`config.mk`:
```
export PLATFORM = sky130hd
export DESIGN_NAME = rxd_status_writeback
export DESIGN_NICKNAME = d
export VERILOG_FILES = /design/src/hdl/rxd_pkg.sv /design/src/hdl/rxd_byte_counter.sv /design/src/hdl/rxd_status_pack.sv /design/src/hdl/rxd_status_writeback.sv
export SDC_FILE = /design/constraint.sdc
export NUM_CORES = 1
export LEC_CHECK = 0
export BUFFER_PORTS_ARGS = -buffer_cell sky130_fd_sc_hd__buf_4
export CORE_MARGIN = 2
export CORE_UTILIZATION = 45
export DETAILED_ROUTE_END_ITERATION = 10
export PLACE_DENSITY = 0.72
export SLEW_MARGIN = 20
export SYNTH_ARGS = -nofsm -noshare
export SYNTH_HDL_FRONTEND = slang
export SYNTH_HIERARCHICAL = 1
export SYNTH_SLANG_ARGS = --single-unit
```
`constraint.sdc`:
```
create_clock -name clk -period 5.1 [get_ports clk]
set_input_delay 0.765 -clock clk [delete_from_list [all_inputs] [get_ports clk]]
set_output_delay 0.765 -clock clk [all_outputs]
set_load 0.02 [all_outputs]
```
`src/hdl/rxd_pkg.sv`:
```
// constants and types for the receive descriptor status writeback block
package rxd_pkg;

  // status word field positions
  localparam int unsigned OWN_BIT = 31;
  localparam int unsigned DAF_BIT = 30;
  localparam int unsigned LEN_LSB = 16;
  localparam int unsigned LEN_W = 14;
  localparam int unsigned ERRSUM_BIT = 15;
  localparam int unsigned DESCERR_BIT = 14;
  localparam int unsigned SAF_BIT = 13;
  localparam int unsigned LENERR_BIT = 12;
  localparam int unsigned OVF_BIT = 11;
  localparam int unsigned VLAN_BIT = 10;
  localparam int unsigned FIRST_BIT = 9;
  localparam int unsigned LAST_BIT = 8;
  localparam int unsigned IPHDR_BIT = 7;
  localparam int unsigned LATECOL_BIT = 6;
  localparam int unsigned ETYPE_BIT = 5;
  localparam int unsigned WDT_BIT = 4;
  localparam int unsigned PHYERR_BIT = 3;
  localparam int unsigned DRIBBLE_BIT = 2;
  localparam int unsigned CRC_BIT = 1;
  localparam int unsigned PCSUM_BIT = 0;

  // descriptor layout: four 32-bit words, 16 bytes apart
  localparam logic [31:0] DESC_STRIDE = 32'h0000_0010;

  // frame limits
  localparam int unsigned WD_LIMIT_SHORT = 2048;
  localparam int unsigned WD_LIMIT_LONG = 16384;
  localparam logic [15:0] ETHERTYPE_MIN = 16'h0600;
  localparam int unsigned RUNT_BYTES = 14;

  // register byte offsets
  localparam logic [7:0] REG_CTRL = 8'h00;
  localparam logic [7:0] REG_DESC_BASE = 8'h04;
  localparam logic [7:0] REG_DESC_PTR = 8'h08;
  localparam logic [7:0] REG_STATUS = 8'h0C;
  localparam logic [7:0] REG_LAST_WORD = 8'h10;
  localparam logic [7:0] REG_FRAME_CNT = 8'h14;

  // control bits
  localparam int unsigned CTRL_RXEN = 0;
  localparam int unsigned CTRL_WDSEL = 1;
  localparam int unsigned CTRL_FLUSH = 2;
  localparam int unsigned CTRL_HALFDUP = 3;
  localparam int unsigned CTRL_MII = 4;
  localparam int unsigned CTRL_W = 5;
  localparam logic [CTRL_W-1:0] CTRL_RESET = 5'h00;

  // status bits, write one to clear
  localparam int unsigned STAT_COMPLETE = 0;
  localparam int unsigned STAT_UNAVAIL = 1;
  localparam int unsigned STAT_SKIPPED = 2;
  localparam int unsigned STAT_W = 3;

  // writeback sequencer states
  typedef enum logic [1:0] {
    ST_IDLE,
    ST_RECV,
    ST_WRITE,
    ST_WAITDESC
  } rxd_state_type;

endpackage

```
`src/hdl/rxd_byte_counter.sv`:
```
// running byte count and receive watchdog of the current frame
`timescale 1ns/100ps
module rxd_byte_counter
  import rxd_pkg::*;
#(
  parameter int unsigned CNT_W = 15
) (
  input wire logic clk,
  input wire logic reset_n,
  input wire logic clear,
  input wire logic addEn,
  input wire logic [2:0] addBytes,
  input wire logic wdSelect,
  output logic [CNT_W-1:0] count_ff,
  output logic wdTimeout_ff
);

  // the count must reach past the long watchdog limit
  if (CNT_W < 15) begin : g_bad_width
    $error("rxd_byte_counter: CNT_W below 15");
  end

  localparam logic [CNT_W-1:0] LIM_SHORT = CNT_W'(WD_LIMIT_SHORT);
  localparam logic [CNT_W-1:0] LIM_LONG = CNT_W'(WD_LIMIT_LONG);
  localparam logic [CNT_W-1:0] CNT_MAX = '1;

  logic [CNT_W-1:0] nxt_count; // saturating sum
  logic [CNT_W-1:0] limit; // selected watchdog limit

  always_comb begin
    limit = wdSelect ? LIM_LONG : LIM_SHORT;
    nxt_count = count_ff + CNT_W'(addBytes);
    // saturate rather than wrap so a runaway frame stays flagged
    if (nxt_count < count_ff) begin
      nxt_count = CNT_MAX;
    end
  end

  // byte count, restarted at each frame start
  always_ff @(posedge clk) begin
    if (!reset_n || clear) begin
      count_ff <= '0;
    end else if (addEn) begin
      count_ff <= nxt_count;
    end
  end

  // watchdog: sticky once the frame runs past the limit
  always_ff @(posedge clk) begin
    if (!reset_n || clear) begin
      wdTimeout_ff <= 1'b0;
    end else if (count_ff > limit || (addEn && nxt_count > limit)) begin
      wdTimeout_ff <= 1'b1;
    end
  end

endmodule

```
`src/hdl/rxd_status_pack.sv`:
```
// assembles and holds the descriptor status word for one writeback
`timescale 1ns/100ps
module rxd_status_pack
  import rxd_pkg::*;
(
  input wire logic clk,
  input wire logic reset_n,
  input wire logic load,
  input wire logic [LEN_W-1:0] lenField,
  input wire logic firstSeg,
  input wire logic lastSeg,
  input wire logic descErr,
  input wire logic dafFail,
  input wire logic safFail,
  input wire logic lenErr,
  input wire logic ovfErr,
  input wire logic vlan,
  input wire logic ipHdrErr,
  input wire logic lateCol,
  input wire logic ethType,
  input wire logic wdTimeout,
  input wire logic phyErr,
  input wire logic dribble,
  input wire logic crcErr,
  input wire logic pcsumErr,
  output logic [31:0] word_ff
);

  logic [31:0] nxt_word; // word to be written

  always_comb begin
    nxt_word = '0;
    nxt_word[OWN_BIT] = 1'b0;
    nxt_word[DAF_BIT] = dafFail;
    nxt_word[LEN_LSB +: LEN_W] = lenField;
    nxt_word[DESCERR_BIT] = descErr;
    nxt_word[SAF_BIT] = safFail;
    nxt_word[LENERR_BIT] = lenErr;
    nxt_word[OVF_BIT] = ovfErr;
    nxt_word[VLAN_BIT] = vlan;
    nxt_word[FIRST_BIT] = firstSeg;
    nxt_word[LAST_BIT] = lastSeg;
    nxt_word[IPHDR_BIT] = ipHdrErr;
    nxt_word[LATECOL_BIT] = lateCol;
    nxt_word[ETYPE_BIT] = ethType;
    nxt_word[WDT_BIT] = wdTimeout;
    nxt_word[PHYERR_BIT] = phyErr;
    nxt_word[DRIBBLE_BIT] = dribble;
    nxt_word[CRC_BIT] = crcErr;
    nxt_word[PCSUM_BIT] = pcsumErr;
    // summary is the OR of the serious errors
    nxt_word[ERRSUM_BIT] = descErr | ovfErr | ipHdrErr | lateCol |
                           wdTimeout | phyErr | crcErr;
  end

  // word is held stable for the whole write handshake
  always_ff @(posedge clk) begin
    if (!reset_n) begin
      word_ff <= '0;
    end else if (load) begin
      word_ff <= nxt_word;
    end
  end

endmodule

```
`src/hdl/rxd_status_writeback.sv`:
```
// receive descriptor status writeback engine with APB control registers
//
// Implementation choices: register access over APB and the address map.
`timescale 1ns/100ps
module rxd_status_writeback
  import rxd_pkg::*;
#(
  parameter int unsigned CNT_W = 15
) (
  input wire logic clk,
  input wire logic reset_n,
  // APB slave
  input wire logic psel,
  input wire logic penable,
  input wire logic pwrite,
  input wire logic [7:0] paddr,
  input wire logic [31:0] pwdata,
  output logic [31:0] prdata_ff,
  output logic pready_ff,
  output logic pslverr_ff,
  // frame data movement from the receive FIFO
  input wire logic frameStart,
  input wire logic xferValid,
  input wire logic [2:0] xferBytes,
  input wire logic bufFull,
  input wire logic frameEnd,
  // line signals watched during reception
  input wire logic rxEr,
  input wire logic rxDv,
  input wire logic fifoOverflow,
  // per-frame MAC results, valid with frameEnd
  input wire logic dafFail,
  input wire logic safFail,
  input wire logic lenMismatch,
  input wire logic vlanTag,
  input wire logic ipHdrErr,
  input wire logic lateCollision,
  input wire logic [15:0] typeField,
  input wire logic oddNibble,
  input wire logic crcErr,
  input wire logic pcsumErr,
  // ownership of current and next descriptor, from the fetch logic
  input wire logic descOwned,
  input wire logic nextDescOwned,
  input wire logic descIrqSuppress,
  // status word write toward system memory
  output logic wbValid_ff,
  output logic [31:0] wbAddr_ff,
  output logic [31:0] wbData_ff,
  input wire logic wbReady,
  // receive complete event toward the DMA status register
  output logic rxComplete_ff
);

  // ***********************************************************
  // declarations
  // ***********************************************************

  rxd_state_type state_ff; // writeback sequencer
  logic [CTRL_W-1:0] ctrl_ff; // control register
  logic [31:0] descBase_ff; // start of descriptor table
  logic [31:0] descPtr_ff; // current descriptor word 0 address
  logic [STAT_W-1:0] stat_ff; // sticky status flags
  logic [31:0] frameCnt_ff; // frames closed with last segment
  logic firstSeg_ff; // next close holds the frame start
  logic lastClose_ff; // pending write closes the frame
  logic stallAfter_ff; // wait for an owned descriptor after write
  logic suppress_ff; // completion suppressed for pending write
  logic phyErr_ff; // RX_ER seen with RX_DV this frame
  logic ovfErr_ff; // overflow after partial transfer
  logic [CNT_W-1:0] byteCount; // running byte count
  logic wdTimeout; // watchdog expired this frame

  logic apbSetup; // first cycle of a transfer
  logic apbWrite; // write takes effect now
  logic recvActive; // bytes are being moved
  logic closeEvt; // current descriptor must be closed
  logic closeLast; // the close ends the frame
  logic descErrNow; // buffer full and next not owned, flushing
  logic stallNow; // buffer full, next not owned, no flush
  logic packLoad; // capture the status word
  logic writeDone; // memory accepted the status word
  logic [LEN_W-1:0] lenField; // length field value
  logic ethType; // type field decode
  logic [STAT_W-1:0] statSet; // hardware set terms
  logic [STAT_W-1:0] statClr; // software clear terms

  // ***********************************************************
  // helpers
  // ***********************************************************

  // register read mux, also tells whether the offset is mapped
  function automatic logic [32:0] regRead(input logic [7:0] addr);
    logic [32:0] r;
    r = {1'b1, 32'h0000_0000};
    unique case (addr)
      REG_CTRL: r = {1'b1, 27'h0, ctrl_ff};
      REG_DESC_BASE: r = {1'b1, descBase_ff};
      REG_DESC_PTR: r = {1'b1, descPtr_ff};
      REG_STATUS: r = {1'b1, 29'h0, stat_ff};
      REG_LAST_WORD: r = {1'b1, wbData_ff};
      REG_FRAME_CNT: r = {1'b1, frameCnt_ff};
      default: r = {1'b0, 32'h0000_0000};
    endcase
    return r;
  endfunction

  // ***********************************************************
  // APB slave
  // ***********************************************************

  // one wait-free access: answer is ready in the first access cycle
  assign apbSetup = psel && !penable;
  assign apbWrite = psel && penable && pwrite && pready_ff;

  // pready rises for the access cycle that follows each setup
  always_ff @(posedge clk) begin
    if (!reset_n) begin
      pready_ff <= 1'b0;
    end else begin
      pready_ff <= apbSetup;
    end
  end

  // read data and error are settled at setup so they come from flops
  always_ff @(posedge clk) begin
    if (!reset_n) begin
      prdata_ff <= '0;
      pslverr_ff <= 1'b0;
    end else if (apbSetup) begin
      {pslverr_ff, prdata_ff} <= (regRead(paddr) & {1'b1, {32{!pwrite}}})
                                 ^ {1'b1, 32'h0000_0000}; // flag inverted
    end else begin
      prdata_ff <= '0;
      pslverr_ff <= 1'b0;
    end
  end

  // control register
  always_ff @(posedge clk) begin
    if (!reset_n) begin
      ctrl_ff <= CTRL_RESET;
    end else if (apbWrite && paddr == REG_CTRL) begin
      ctrl_ff <= pwdata[CTRL_W-1:0];
    end
  end

  // table base; writing it also rewinds the descriptor pointer
  always_ff @(posedge clk) begin
    if (!reset_n) begin
      descBase_ff <= '0;
    end else if (apbWrite && paddr == REG_DESC_BASE) begin
      descBase_ff <= pwdata;
    end
  end

  // ***********************************************************
  // status flags
  // ***********************************************************

  // a hardware set in the same cycle as a software clear wins
  always_comb begin
    statSet = '0;
    statSet[STAT_COMPLETE] = writeDone && lastClose_ff && !suppress_ff;
    statSet[STAT_UNAVAIL] = (state_ff == ST_IDLE) && frameStart &&
                            ctrl_ff[CTRL_RXEN] && !descOwned;
    statSet[STAT_SKIPPED] = closeEvt && !descOwned;
    statClr = '0;
    if (apbWrite && paddr == REG_STATUS) begin
      statClr = pwdata[STAT_W-1:0];
    end
  end

  always_ff @(posedge clk) begin
    if (!reset_n) begin
      stat_ff <= '0;
    end else begin
      stat_ff <= (stat_ff & ~statClr) | statSet;
    end
  end

  // one-cycle completion event; suppress bit is honoured
  always_ff @(posedge clk) begin
    if (!reset_n) begin
      rxComplete_ff <= 1'b0;
    end else begin
      rxComplete_ff <= statSet[STAT_COMPLETE];
    end
  end

  // count of frames closed with a last segment
  always_ff @(posedge clk) begin
    if (!reset_n) begin
      frameCnt_ff <= '0;
    end else if (writeDone && lastClose_ff) begin
      frameCnt_ff <= frameCnt_ff + 32'h0000_0001;
    end
  end

  // ***********************************************************
  // close decisions
  // ***********************************************************

  assign recvActive = (state_ff == ST_RECV);
  assign closeEvt = recvActive && (frameEnd || bufFull);
  assign descErrNow = !frameEnd && bufFull && !nextDescOwned &&
                      ctrl_ff[CTRL_FLUSH];
  assign stallNow = !frameEnd && bufFull && !nextDescOwned &&
                    !ctrl_ff[CTRL_FLUSH];
  assign closeLast = frameEnd || descErrNow;
  // a descriptor read as software-owned is never written
  assign packLoad = closeEvt && descOwned;
  assign writeDone = wbValid_ff && wbReady;

  // count is the transferred bytes so far, CRC included
  assign lenField = byteCount[LEN_W-1:0];
  // type decode is forced off for runt frames
  assign ethType = (typeField >= ETHERTYPE_MIN) &&
                   (byteCount >= CNT_W'(RUNT_BYTES));

  // ***********************************************************
  // per-frame sticky errors
  // ***********************************************************

  // receive error only counts while data is valid on the line
  always_ff @(posedge clk) begin
    if (!reset_n || frameStart) begin
      phyErr_ff <= 1'b0;
    end else if (recvActive && rxEr && rxDv) begin
      phyErr_ff <= 1'b1;
    end
  end

  // overflow matters only once some bytes reached the buffer
  always_ff @(posedge clk) begin
    if (!reset_n || frameStart) begin
      ovfErr_ff <= 1'b0;
    end else if (recvActive && fifoOverflow && byteCount != '0) begin
      ovfErr_ff <= 1'b1;
    end
  end

  // ***********************************************************
  // sequencer
  // ***********************************************************

  // idle -> recv per frame; each owned close goes through write, an unowned one returns to idle
  always_ff @(posedge clk) begin
    if (!reset_n) begin
      state_ff <= ST_IDLE;
    end else begin
      unique case (state_ff)
        ST_IDLE: begin
          // a descriptor the host still owns is never used
          if (frameStart && ctrl_ff[CTRL_RXEN] && descOwned) begin
            state_ff <= ST_RECV;
          end
        end
        ST_RECV: begin
          if (packLoad) begin
            state_ff <= ST_WRITE;
          end else if (closeEvt) begin
            state_ff <= ST_IDLE; // unowned: abandon
          end
        end
        ST_WRITE: begin
          if (writeDone && lastClose_ff) begin
            state_ff <= ST_IDLE;
          end else if (writeDone && stallAfter_ff) begin
            state_ff <= ST_WAITDESC;
          end else if (writeDone) begin
            state_ff <= ST_RECV;
          end
        end
        ST_WAITDESC: begin
          // resume the same frame once software hands one back
          if (nextDescOwned) begin
            state_ff <= ST_RECV;
          end
        end
      endcase
    end
  end

  // segment bookkeeping captured at each owned close
  always_ff @(posedge clk) begin
    if (!reset_n) begin
      firstSeg_ff <= 1'b0;
      lastClose_ff <= 1'b0;
      stallAfter_ff <= 1'b0;
      suppress_ff <= 1'b0;
    end else if (state_ff == ST_IDLE && frameStart) begin
      firstSeg_ff <= 1'b1;
    end else if (packLoad) begin
      firstSeg_ff <= 1'b0;
      lastClose_ff <= closeLast;
      stallAfter_ff <= stallNow;
      suppress_ff <= descIrqSuppress;
    end
  end

  // descriptor pointer steps one whole descriptor per accepted status write
  always_ff @(posedge clk) begin
    if (!reset_n) begin
      descPtr_ff <= '0;
    end else if (apbWrite && paddr == REG_DESC_BASE) begin
      descPtr_ff <= pwdata;
    end else if (writeDone) begin
      descPtr_ff <= descPtr_ff + DESC_STRIDE;
    end
  end

  // memory write request held until accepted
  always_ff @(posedge clk) begin
    if (!reset_n) begin
      wbValid_ff <= 1'b0;
      wbAddr_ff <= '0;
    end else if (packLoad) begin
      wbValid_ff <= 1'b1;
      wbAddr_ff <= descPtr_ff; // status is word 0
    end else if (writeDone) begin
      wbValid_ff <= 1'b0;
    end
  end

  // ***********************************************************
  // leaf instances
  // ***********************************************************

  rxd_byte_counter #(
    .CNT_W(CNT_W)
  ) u_counter (
    .clk(clk),
    .reset_n(reset_n),
    .clear(state_ff == ST_IDLE && frameStart),
    .addEn(recvActive && xferValid),
    .addBytes(xferBytes),
    .wdSelect(ctrl_ff[CTRL_WDSEL]),
    .count_ff(byteCount),
    .wdTimeout_ff(wdTimeout)
  );

  // frame-level flags only appear in the closing descriptor
  rxd_status_pack u_pack (
    .clk(clk),
    .reset_n(reset_n),
    .load(packLoad),
    .lenField(lenField),
    .firstSeg(firstSeg_ff),
    .lastSeg(closeLast),
    .descErr(descErrNow),
    .dafFail(frameEnd && dafFail),
    .safFail(frameEnd && safFail),
    .lenErr(frameEnd && lenMismatch && !ethType),
    .ovfErr(closeLast && ovfErr_ff),
    .vlan(frameEnd && vlanTag),
    .ipHdrErr(frameEnd && ipHdrErr),
    .lateCol(frameEnd && lateCollision &&
             ctrl_ff[CTRL_HALFDUP]),
    .ethType(frameEnd && ethType),
    .wdTimeout(closeLast && wdTimeout),
    .phyErr(closeLast && phyErr_ff),
    .dribble(frameEnd && oddNibble && ctrl_ff[CTRL_MII]),
    .crcErr(frameEnd && crcErr),
    .pcsumErr(frameEnd && pcsumErr),
    .word_ff(wbData_ff)
  );

endmodule
```
==> qor.csv, run 1 <==
metric,value,unit
num rows,57,
CP Capture Type,flip-flop,
period utilization,85.4,%
dpl cells,1691,
drt first pass iters,5,
RSZ-0062 raised after global routing,false,
headroom to the max-slew limit,31.0,%
type of the worst min-delay path,reg2reg,
Synth Cell Area,0.0110,mm^2
GPL Wtd Cong,0.903,
Final Setup Violations,0,
Via density,5.88,
predominant post-synthesis flop cell,dfxtp_1,
Leak,4.84,nW
Final Max Tran Viols,0,
"Seq/Total Area, Yosys",41.5,%
Worst-Skew Late Latency,0.53,ns
R2R Setup Slk,0.75,ns
Mapped Nets,1378,
"CTS clk-pin slew, worst paths",0.07,ns
final worst path period need,4.35,ns
met2 usage,40.5,%
antenna fix cells,0,
Worst Skew,0.0278,ns
hold-critical path endpoint,rxComplete_ff,
final instance count without filler cells,1735,
Yosys reg bits,227,
final core utilization,54.9,%
Synthesis Warnings,6,
DP HPWL,24.0,mm
Num CTS Buffers,24,
Worst Path Arrival,4.76,ns
critical register-to-register path startpoint,u_counter/count_ff[1],
crit path kind,reg2reg,
required time of the critical path,5.51,ns
nets,1499,
# Max-Cap Violations,0,
GRT met1 Usage,35.1,%
"critical path fanouts, max",17,
busiest grt layer,met2,
Iteration-0 DRC Markers,1046,
Post-synth EDFFs,0,
antenna violations before repair,0,
CTS tree,built,
"Hold-fix buffers, CTS",0,
post-route setup TNS,0,ns
vias,10200,
antenna-violating nets left,0,
overall power,3.90,mW
synthesized area per cell,8.61,um^2
H-tree lvl count,1,
final hold viol count,0,
Synth Instances,1272,
drt drc,0,
IO buf count,173,
asr flop ratio synth,0,%
remaining global-route overflow,0,
CP max stage delay,0.47,ns
post-CTS setup buffers,0,
Area Overhead vs Synth,20.9,%
CTS max path bufs,3,
CTS resizes,0,
chip width,160,um
R2R depth,19,
vias in the first global route,9470,
synth unique cells,81,
Worst Setup Start Kind,flip-flop,
dpl ws,0.376,ns
Vert. Die Dim,160,um
Starting Density,45.4,%
Routed WL,33.8,mm
"slowest stage cell, crit path",dfxtp_1,
Max Clk Rate,230,MHz
actual slew at the worst max-slew pin,1.03,ns
R2R Path End,u_counter/wdTimeout_ff,
GR Util All Layers,25.5,%
fraction of layout cells with a size suffix above 1,20.1,%
Hold Startpoint,suppress_ff,
largest net degree at the start of global routing,68,
first-pass GRT wire length,52.7,mm
met3 Usage GRT,4.44,%
worst vdd ir,0.000246,V
die area,0.0256,mm^2
wire length per cell,19.5,um
I/O pin count,184,
status,"finished, final reports clean",
CTS Sinks,227,
cells along the critical path,ha_1 -> a21o_1 -> a21o_1 -> nand3_1 -> nor3_1 -> ha_1 -> nor2b_1 -> o41ai_2 -> a221oi_2 -> o211ai_1 -> a21o_1 -> nand2_4 -> nand3b_1 -> ha_1 -> nand4_1 -> nor4_1 -> a21oi_1 -> nor4_1 -> a31oi_1,
Hold Path Depth,1,
CTS Root Cell,clkbuf_16,
Core Footprint,0.0241,mm^2
Final WS setup,0.746,ns
P per Cell Area,295,mW/mm^2
[power breakdown]
group,switching (mW),internal (mW)
Sequential,0.000636,1.77
Combinational,0.0848,0.0604
Clock,0.728,1.26
[sequential cells by signal, indices dropped and copies added (netlist names), 2 cells and up]
signal	cells
frameCnt_ff	32
ctrl_ff	5
u_counter/count_ff	15
wbAddr_ff	32
stat_ff	3
prdata_ff	32
state_ff	2
descPtr_ff	32
u_pack/word_ff	31
descBase_ff	32
[metrics by stage]
stage | hold WS (ns) | cell area [um^2]
6_report | 0.445 | 13200
3_3_place_gp | 0.440 | 12300
2_1_floorplan | 0.425 | 11000
4_1_cts | 0.445 | 13200
5_1_grt | 0.463 | 13200
3_5_place_dp | 0.440 | 12300
[synth_stat cells (27+ instances only)]
cell / number / area (um^2)
nor2b_1: 41 / 257
clkbuf_1: 63 / 236
nor2_1: 55 / 206
mux2i_1: 44 / 440
dfxtp_1: 227 / 4540
nand4_1: 30 / 188
a21oi_1: 131 / 656
nand2_1: 187 / 702
o21ai_0: 52 / 260
inv_1: 34 / 128
nand3_1: 27 / 135
mux2_2: 29 / 327
[kinds of logic (layout without fill, tap and decap cells)]
kind of cell,Yosys count,after routing,share of synthesized area (%)
AOI/OAI and AO/OA,315,315,18.5
xor gates and xnor gates,26,26,2.08
and+or+nand+nor,483,483,23.1
DFF,227,227,41.5
adders and majority gates,22,22,2.58
muxes,73,73,7.00
other,1,1,0.0342
buffers and inverters,125,264,5.24
[worst max-delay path by stage]
stage	to	startpoint	slack (ns)	cells past startpoint
after floorplan	u_counter/wdTimeout_ff	xferBytes[1]	1.06	19
after global placement	u_counter/wdTimeout_ff	xferBytes[1]	0.45	20
after detailed placement	u_counter/wdTimeout_ff	xferBytes[1]	0.38	20
after CTS	u_counter/wdTimeout_ff	u_counter/count_ff[1]	0.82	19
after global routing	u_counter/wdTimeout_ff	u_counter/count_ff[1]	0.47	19
final	u_counter/wdTimeout_ff	u_counter/count_ff[1]	0.75	19
[worst max-delay path: cells and delay by family (launching register included)]
family / cells / cell delay, ns
adders and majority gates: 3 / 0.91
DFF: 1 / 0.47
and+or+nand+nor: 8 / 1.42
AOI/OAI and AO/OA: 8 / 1.42
[cells in the final DEF, fill, tap and decap left out, drive strengths merged, types with 4 or more instances in the layout]
cell / n
xor2: 18
a222oi: 12
a21oi: 133
clkinv: 8
inv: 34
a211oi: 6
o211a: 4
buf: 185
nand2: 189
nand3: 27
ha: 21
and3: 14
nor3: 25
mux2i: 44
clkbuf: 31
nand2b: 9
a22oi: 16
a22o: 11
or4: 17
and2: 12
a31oi: 23
mux2: 29
o21a: 4
nand4: 31
and4: 13
nor4: 20
o211ai: 4
o21ai: 53
a21boi: 6
nor2: 55
xnor2: 8
bufinv: 6
or3: 16
o31ai: 18
dfxtp: 227
nor2b: 41
[layer usage]
metal  routed length, um  vias to the layer above
met5                   0                        -
met4                1030                        0
met3                2800                       70
met2               15500                      439
met1               14400                     4878
li1                    -                     4813
[cell type report]
cell class,instances,area [um^2]
multi-input combinational,920,5850
tap,324,405
inverter,35,133
fill,2206,10900
clock buffer,31,687
timing repair buffer,185,1390
sequential,227,4540
clock inverter,13,230
(Power assumes the default switching activity.)
==> run 2, diff against run 1 <==
--- a/config.mk
+++ b/config.mk
@@ -10,6 +10,7 @@
 export CORE_UTILIZATION = 45
 export DETAILED_ROUTE_END_ITERATION = 10
 export PLACE_DENSITY = 0.72
+export RECOVER_POWER = 50
 export SLEW_MARGIN = 20
 export SYNTH_ARGS = -nofsm -noshare
 export SYNTH_HDL_FRONTEND = slang
==> constraint.sdc (replaced) <==
create_clock -name clk -period 5.35 [get_ports clk]
set_input_delay 0.8025 -clock clk [delete_from_list [all_inputs] [get_ports clk]]
set_output_delay 0.8025 -clock clk [all_outputs]
set_load 0.02 [all_outputs]
==> run 2 against run 1 <==
Net effect: the run now ends with capacitance limit, slew limit left; via count fell by 0.56%; power fell by 5.3%; register-to-register slack improved by 0.20 ns; worst hold slack improved by 0.0092 ns; largest cell class unchanged.
==> qor.csv, run 2 (synthesis results as in run 1) <==
metric,value,unit,change
Num CTS Buffers,25,,+4.2%
CTS resizes,0,,unchanged
H-tree lvl count,1,,unchanged
Final WS setup,0.673,ns,-0.0727 ns
overall power,3.70,mW,-5.3%
post-CTS setup buffers,0,,unchanged
"CTS clk-pin slew, worst paths",0.06,ns,about the same
status,finished with violations,,
type of the worst min-delay path,reg2reg,,
Worst Skew,0.0169,ns,-0.0109 ns
"leading cell type in the layout, fill and taps excluded",dfxtp_1,,
CTS Sinks,227,,unchanged
Final Max Tran Viols,152,,+152
largest net degree at the start of global routing,87,,+28%
most frequent cells in the layout,"dfxtp_1 (227), nand2_1 (187), a21oi_1 (131), clkbuf_1 (103), buf_4 (81)",,
period utilization,87.4,%,
chip width,160,um,unchanged
Routed WL,33.4,mm,-1.1%
critical path's top delay family,buffers and inverters,,
Worst-Skew Late Latency,0.52,ns,about the same
# Max-Cap Violations,3,,+3
post-route setup TNS,0,ns,unchanged
"Hold-fix buffers, CTS",0,,unchanged
DP HPWL,23.6,mm,-1.6%
headroom to the max-slew limit,-13.6,%,-45 points
antenna violations before repair,0,,unchanged
Final Setup Violations,0,,unchanged
required time of the critical path,5.76,ns,+0.25 ns
Core Footprint,0.0241,mm^2,unchanged
antenna fix cells,0,,unchanged
actual slew at the worst max-slew pin,1.70,ns,+0.673 ns
Worst Path Arrival,5.09,ns,+0.33 ns
remaining global-route overflow,0,,unchanged
first-pass GRT wire length,52.2,mm,-1.0%
Fillers,2338,,+6.0%
drt drc,0,,unchanged
"critical path fanouts, max",76,,+59
CP Capture Type,flip-flop,,
Area Overhead vs Synth,17.1,%,
Leak,4.39,nW,-9.3%
Via density,5.84,,-0.62%
num rows,57,,unchanged
violations in the final reports,"capacitance limit, slew limit",,
wire length per cell,19.2,um,-1.1%
crit path kind,in2reg,,
Starting Density,45.4,%,unchanged
P per Cell Area,288,mW/mm^2,-2.3%
"slowest stage cell, crit path",clkinvlp_2,,
worst vdd ir,0.000198,V,-20%
Max Clk Rate,214,MHz,
CP max stage delay,1.67,ns,+1.20 ns
CTS Root Cell,clkbuf_16,,
Iteration-0 DRC Markers,1038,,-0.76%
fraction of layout cells with a size suffix above 1,12.8,%,-7.3 points
IO buf count,173,,unchanged
Vert. Die Dim,160,um,unchanged
RSZ-0062 raised after global routing,false,,
final hold viol count,0,,unchanged
GR Util All Layers,25.3,%,-0.15 points
die area,0.0256,mm^2,unchanged
vias,10143,,-0.56%
drt first pass iters,7,,+2
nets,1499,,unchanged
I/O pin count,184,,unchanged
antenna-violating nets left,0,,unchanged
cells along the critical path,clkbuf_1 -> clkinvlp_2 -> clkbuf_2 -> a211oi_1,,
vias in the first global route,9466,,-0.042%
final worst path period need,4.68,ns,
CTS max path bufs,3,,unchanged
GPL Wtd Cong,0.896,,-0.73%
Worst Setup Start Kind,input pin,,
Crit path buffers/inverters,3,,+3
CTS tree,built,,
dpl ws,0.573,ns,+0.197 ns
[run 2: changes by cell type in the layout (fill, tap and decap cells not counted), sizes merged]
cell      before  now
clkinvlp       0    3
inv           34   36
bufinv         6    5
clkinv         8    6
buf          185   81
clkbuf        31  134
[run 2: worst paths after layout]
kind	start	endpoint	slack, ns	cells past startpoint
setup reg to reg	u_counter/count_ff[1]	u_counter/wdTimeout_ff	0.95	19
hold reg to reg	descBase_ff[18]	descBase_ff[18]	0.45	2
hold / removal	descBase_ff[18]	descBase_ff[18]	0.45	2
setup / recovery	reset_n	lastClose_ff	0.67	4
[run 2: stage by stage]
stage / instances / area [um^2] / hold slack, ns / util, %
floorplan: 1272 / 11000 / 0.425 / -
global placement: 1690 / 12300 / 0.439 / 51.0
detailed placement: 1690 / 12300 / 0.447 / 51.0
CTS: 1736 / 13200 / 0.454 / 54.8
global route: 1736 / 12800 / 0.467 / 53.2
finish: 1736 / 12800 / 0.454 / 53.2
[run 2: metal layers]
layer,GRT usage [%],vias to the layer above,wire (um)
met5,0,-,0
met2,40.5,447,15100
met4,9.46,0,1020
li1,-,4835,-
met3,3.58,61,2670
met1,34.9,4800,14600
[run 2: cell type report]
| cell class | count | area (um^2) | share of cell area (%) |
|---|---|---|---|
| well taps | 324 | 405 | 3.16 |
| flip-flops and latches | 227 | 4540 | 35.4 |
| multi-input cells | 920 | 5840 | 45.5 |
| inverters | 35 | 133 | 1.03 |
| clock buffers | 31 | 688 | 5.36 |
| repair buffers | 184 | 1000 | 7.79 |
| clock inverters | 15 | 220 | 1.72 |
[run 2: worst reg2reg max path, cell delays in order (launching register included)]
cell and delay [ns]:
dfxtp_1 0.49, ha_1 0.29, a21o_1 0.16, a21o_1 0.19, nand3_1 0.23, nor3_1 0.09
ha_1 0.32, nor2b_1 0.16, o41ai_2 0.10, a221oi_2 0.35, o211ai_1 0.16, a21o_1 0.23
nand2_4 0.20, nand3b_1 0.14, ha_1 0.32, nand4_1 0.08, nor4_1 0.31, a21oi_1 0.11
nor4_1 0.23, a31oi_1 0.13
[run 2: where the power goes]
part	total, mW	switching [mW]	internal (mW)
Clock	1.87	0.706	1.16
Sequential	1.69	0.000635	1.69
Combinational	0.138	0.0809	0.0566
Total	3.70	0.788	2.91
==> run 3, diff against run 2 <==
--- a/config.mk
+++ b/config.mk
@@ -5,6 +5,7 @@
 export SDC_FILE = /design/constraint.sdc
 export NUM_CORES = 1
 export LEC_CHECK = 0
+export ABC_AREA = 1
 export BUFFER_PORTS_ARGS = -buffer_cell sky130_fd_sc_hd__buf_4
 export CORE_MARGIN = 2
 export CORE_UTILIZATION = 45
==> run 3 against run 2 <==
Net effect: the run still ends with capacitance limit, slew limit left; first-iteration DRC count grew 7.9%; area after synthesis grew 3.3%; final cell count is 26% higher; sequential power increased by 12%; clock skew fell by 0.00095 ns; global-route usage up 2.6 points; fmax shrank 0.16%; die area rose by 3.2%.
==> qor.csv, run 3 <==
metric,value,unit,change
die area,0.0264,mm^2,+3.2%
headroom to the max-slew limit,-133,%,-120 points
"Hold-fix buffers, CTS",0,,unchanged
R2R depth,26,,+7
Worst setup endpoint,phyErr_ff,,
final worst path period need,4.68,ns,+0.00735 ns
RSZ-0062 raised after global routing,false,,
Reg power frac,41.6,%,-4.2 points
worst vdd ir,0.000219,V,+11%
period utilization,87.6,%,+0.14 points
Area Overhead vs Synth,17.3,%,
Worst Path Arrival,5.09,ns,about the same
area occupied by multi-input gates,0.00577,mm^2,-1.2%
busiest grt layer,met2,,
violations in the final reports,"capacitance limit, slew limit",,
crit path kind,in2reg,,
Starting Density,45.3,%,-0.12 points
drt first pass iters,7,,unchanged
largest net degree at the start of global routing,113,,+30%
Synth Cell Area,0.0113,mm^2,+3.3%
Worst Setup Start Kind,input pin,,
I/O pin count,184,,unchanged
fraction of layout cells with a size suffix above 1,8.64,%,-4.2 points
synthesized area per cell,6.61,um^2,-23%
Clk network pwr share,40.5,%,-10 points
met3 Usage GRT,2.78,%,-0.81 points
Cell Int Power,3.19,mW,+9.6%
CTS tree,built,,
Yosys reg bits,227,,unchanged
GRT met1 Usage,40.3,%,+5.4 points
Final Setup Violations,0,,unchanged
Final Max Tran Viols,181,,+19%
NetSw,1.37,mW,+74%
Via density,5.36,,-8.2%
switching share of power,30.0,%,+8.7 points
combinational fraction of design power,17.9,%,+14 points
most frequent cells in the layout,"nand2_1 (410), nor2_1 (268), dfxtp_1 (227), inv_1 (169), o21ai_0 (154)",,
CP Capture Type,flip-flop,,
largest area contributor in the netlist,dfxtp_1,,
post-synth top area share,40.2,%,-1.3 points
Core Footprint,0.0250,mm^2,+3.6%
Max Clk Rate,213,MHz,-0.16%
GR Util All Layers,28.0,%,+2.6 points
sequential cell area,0.00454,mm^2,unchanged
antenna-violating nets left,0,,unchanged
Critical Path Source,reset_n,,
drt drc,0,,unchanged
post-route setup TNS,0,ns,unchanged
"leading cell type in the layout, fill and taps excluded",nand2_1,,
Worst Skew,0.0160,ns,-0.000948 ns
status,finished with violations,,
Num CTS Buffers,25,,unchanged
P per Cell Area,344,mW/mm^2,+19%
first-pass GRT wire length,58.9,mm,+13%
Worst-Skew Late Latency,0.52,ns,about the same
antenna violations before repair,0,,unchanged
"CTS clk-pin slew, worst paths",0.06,ns,about the same
actual slew at the worst max-slew pin,3.50,ns,+1.80 ns
Routed WL,37.4,mm,+12%
predominant post-synthesis flop cell,dfxtp_1,,
CTS Root Cell,clkbuf_16,,
final instance count without filler cells,2193,,+26%
"count leader, synth",nand2_1,,
num rows,58,,+1.8%
Post-synth EDFFs,0,,unchanged
Mapped Nets,1818,,+32%
Vert. Die Dim,163,um,+1.6%
Leak,5.35,nW,+22%
"Seq/Total Area, Yosys",40.2,%,-1.3 points
asr flop ratio synth,0,%,unchanged
post-CTS setup buffers,0,,unchanged
GPL Wtd Cong,0.958,,+6.9%
synth unique cells,43,,-47%
Iteration-0 DRC Markers,1120,,+7.9%
IO buf count,173,,unchanged
top post-synthesis cells by area,"dfxtp_1 (40%), nand2_1 (14%), nor2_1 (8.9%)",,
final hold viol count,0,,unchanged
Fillers,2600,,+11%
Synthesis Warnings,6,,unchanged
# Max-Cap Violations,2,,-1
dpl cells,2149,,+27%
overall power,4.56,mW,+23%
vias,11762,,+16%
nets,1952,,+30%
wire length per cell,17.1,um,-11%
synth cell count leaders,"nand2_1 (410), nor2_1 (268), dfxtp_1 (227), inv_1 (170), o21ai_0 (154)",,
H-tree lvl count,1,,unchanged
antenna fix cells,0,,unchanged
chip width,163,um,+1.6%
CTS max path bufs,3,,unchanged
critical register-to-register path startpoint,u_counter/count_ff[2],,
required time of the critical path,5.76,ns,about the same
R2R Setup Slk,1.09,ns,+0.14 ns
vias in the first global route,10934,,+16%
Synth Instances,1712,,+35%
R2R Path End,u_counter/wdTimeout_ff,,
CTS Sinks,227,,unchanged
remaining global-route overflow,0,,unchanged
met2 usage,44.4,%,+3.9 points
CTS resizes,0,,unchanged
type of the worst min-delay path,reg2reg,,
"critical path fanouts, max",112,,+47%
DP HPWL,27.2,mm,+15%
run 3: worst min path at each step:
stage / startpoint / endpoint / slack [ns] / depth (start not counted)
6_report: ovfErr_ff / ovfErr_ff / 0.46 / 2
5_1_grt: phyErr_ff / phyErr_ff / 0.47 / 2
4_1_cts: ovfErr_ff / ovfErr_ff / 0.46 / 2
3_5_place_dp: ovfErr_ff / ovfErr_ff / 0.45 / 2
3_3_place_gp: phyErr_ff / phyErr_ff / 0.45 / 2
2_1_floorplan: ovfErr_ff / ovfErr_ff / 0.43 / 2
run 3: area by class of cell:
cell class | count | area share [%]
multi-input cells | 1237 | 43.5
flip-flops and latches | 227 | 34.3
repair buffers | 180 | 7.51
clock buffers | 34 | 5.42
inverters | 175 | 4.96
well taps | 330 | 3.11
clock inverters | 10 | 1.23
run 3: cells by family (layout without fill, tap and decap cells):
logic type / Yosys count / after routing / share of synthesized area [%]
XOR/XNOR: 15 / 15 / 1.16
AO/OA/AOI/OAI: 329 / 329 / 15.1
adder cells (fa/ha/maj): 22 / 22 / 2.50
other: 1 / 1 / 0.0332
flip-flops: 227 / 227 / 40.2
buffers and inverters: 248 / 399 / 8.82
AND/OR/NAND/NOR: 870 / 870 / 32.2
run 3: power groups by stage:
stage,registers [mW],logic [mW],clock network (mW)
after detailed placement,1.93,0.844,0
after CTS,1.90,0.849,1.86
after global placement,1.93,0.829,0
final,1.90,0.815,1.84
after global routing,1.91,0.912,1.93
after floorplan,1.96,0.518,0
run 3: worst max-delay path, stage by stage:
cell,delay [ns]
clkbuf_2,1.09
clkinv_1,0.19
clkbuf_1,2.49
or2_2,0.42
a21oi_1,0.06
run 3: metrics by stage:
stage | worst slack (ns) | instance area [um^2] | utilization, % | hold WS [ns]
2_1_floorplan | 1.36 | 11300 | - | 0.426
3_3_place_gp | 0.640 | 12700 | 51.0 | 0.446
3_5_place_dp | 0.579 | 12700 | 51.0 | 0.449
4_1_cts | 1.08 | 13600 | 54.6 | 0.458
5_1_grt | 0.478 | 13300 | 53.1 | 0.473
6_report | 0.666 | 13300 | 53.1 | 0.455
run 3: layer usage:
metal / wire length (um) / vias up / share of wire (%)
met4: 1110 / 0 / 3.0
met2: 16600 / 469 / 44
li1: - / 5776 / -
met1: 17100 / 5444 / 46
met5: 0 / - / 0
met3: 2680 / 73 / 7.2
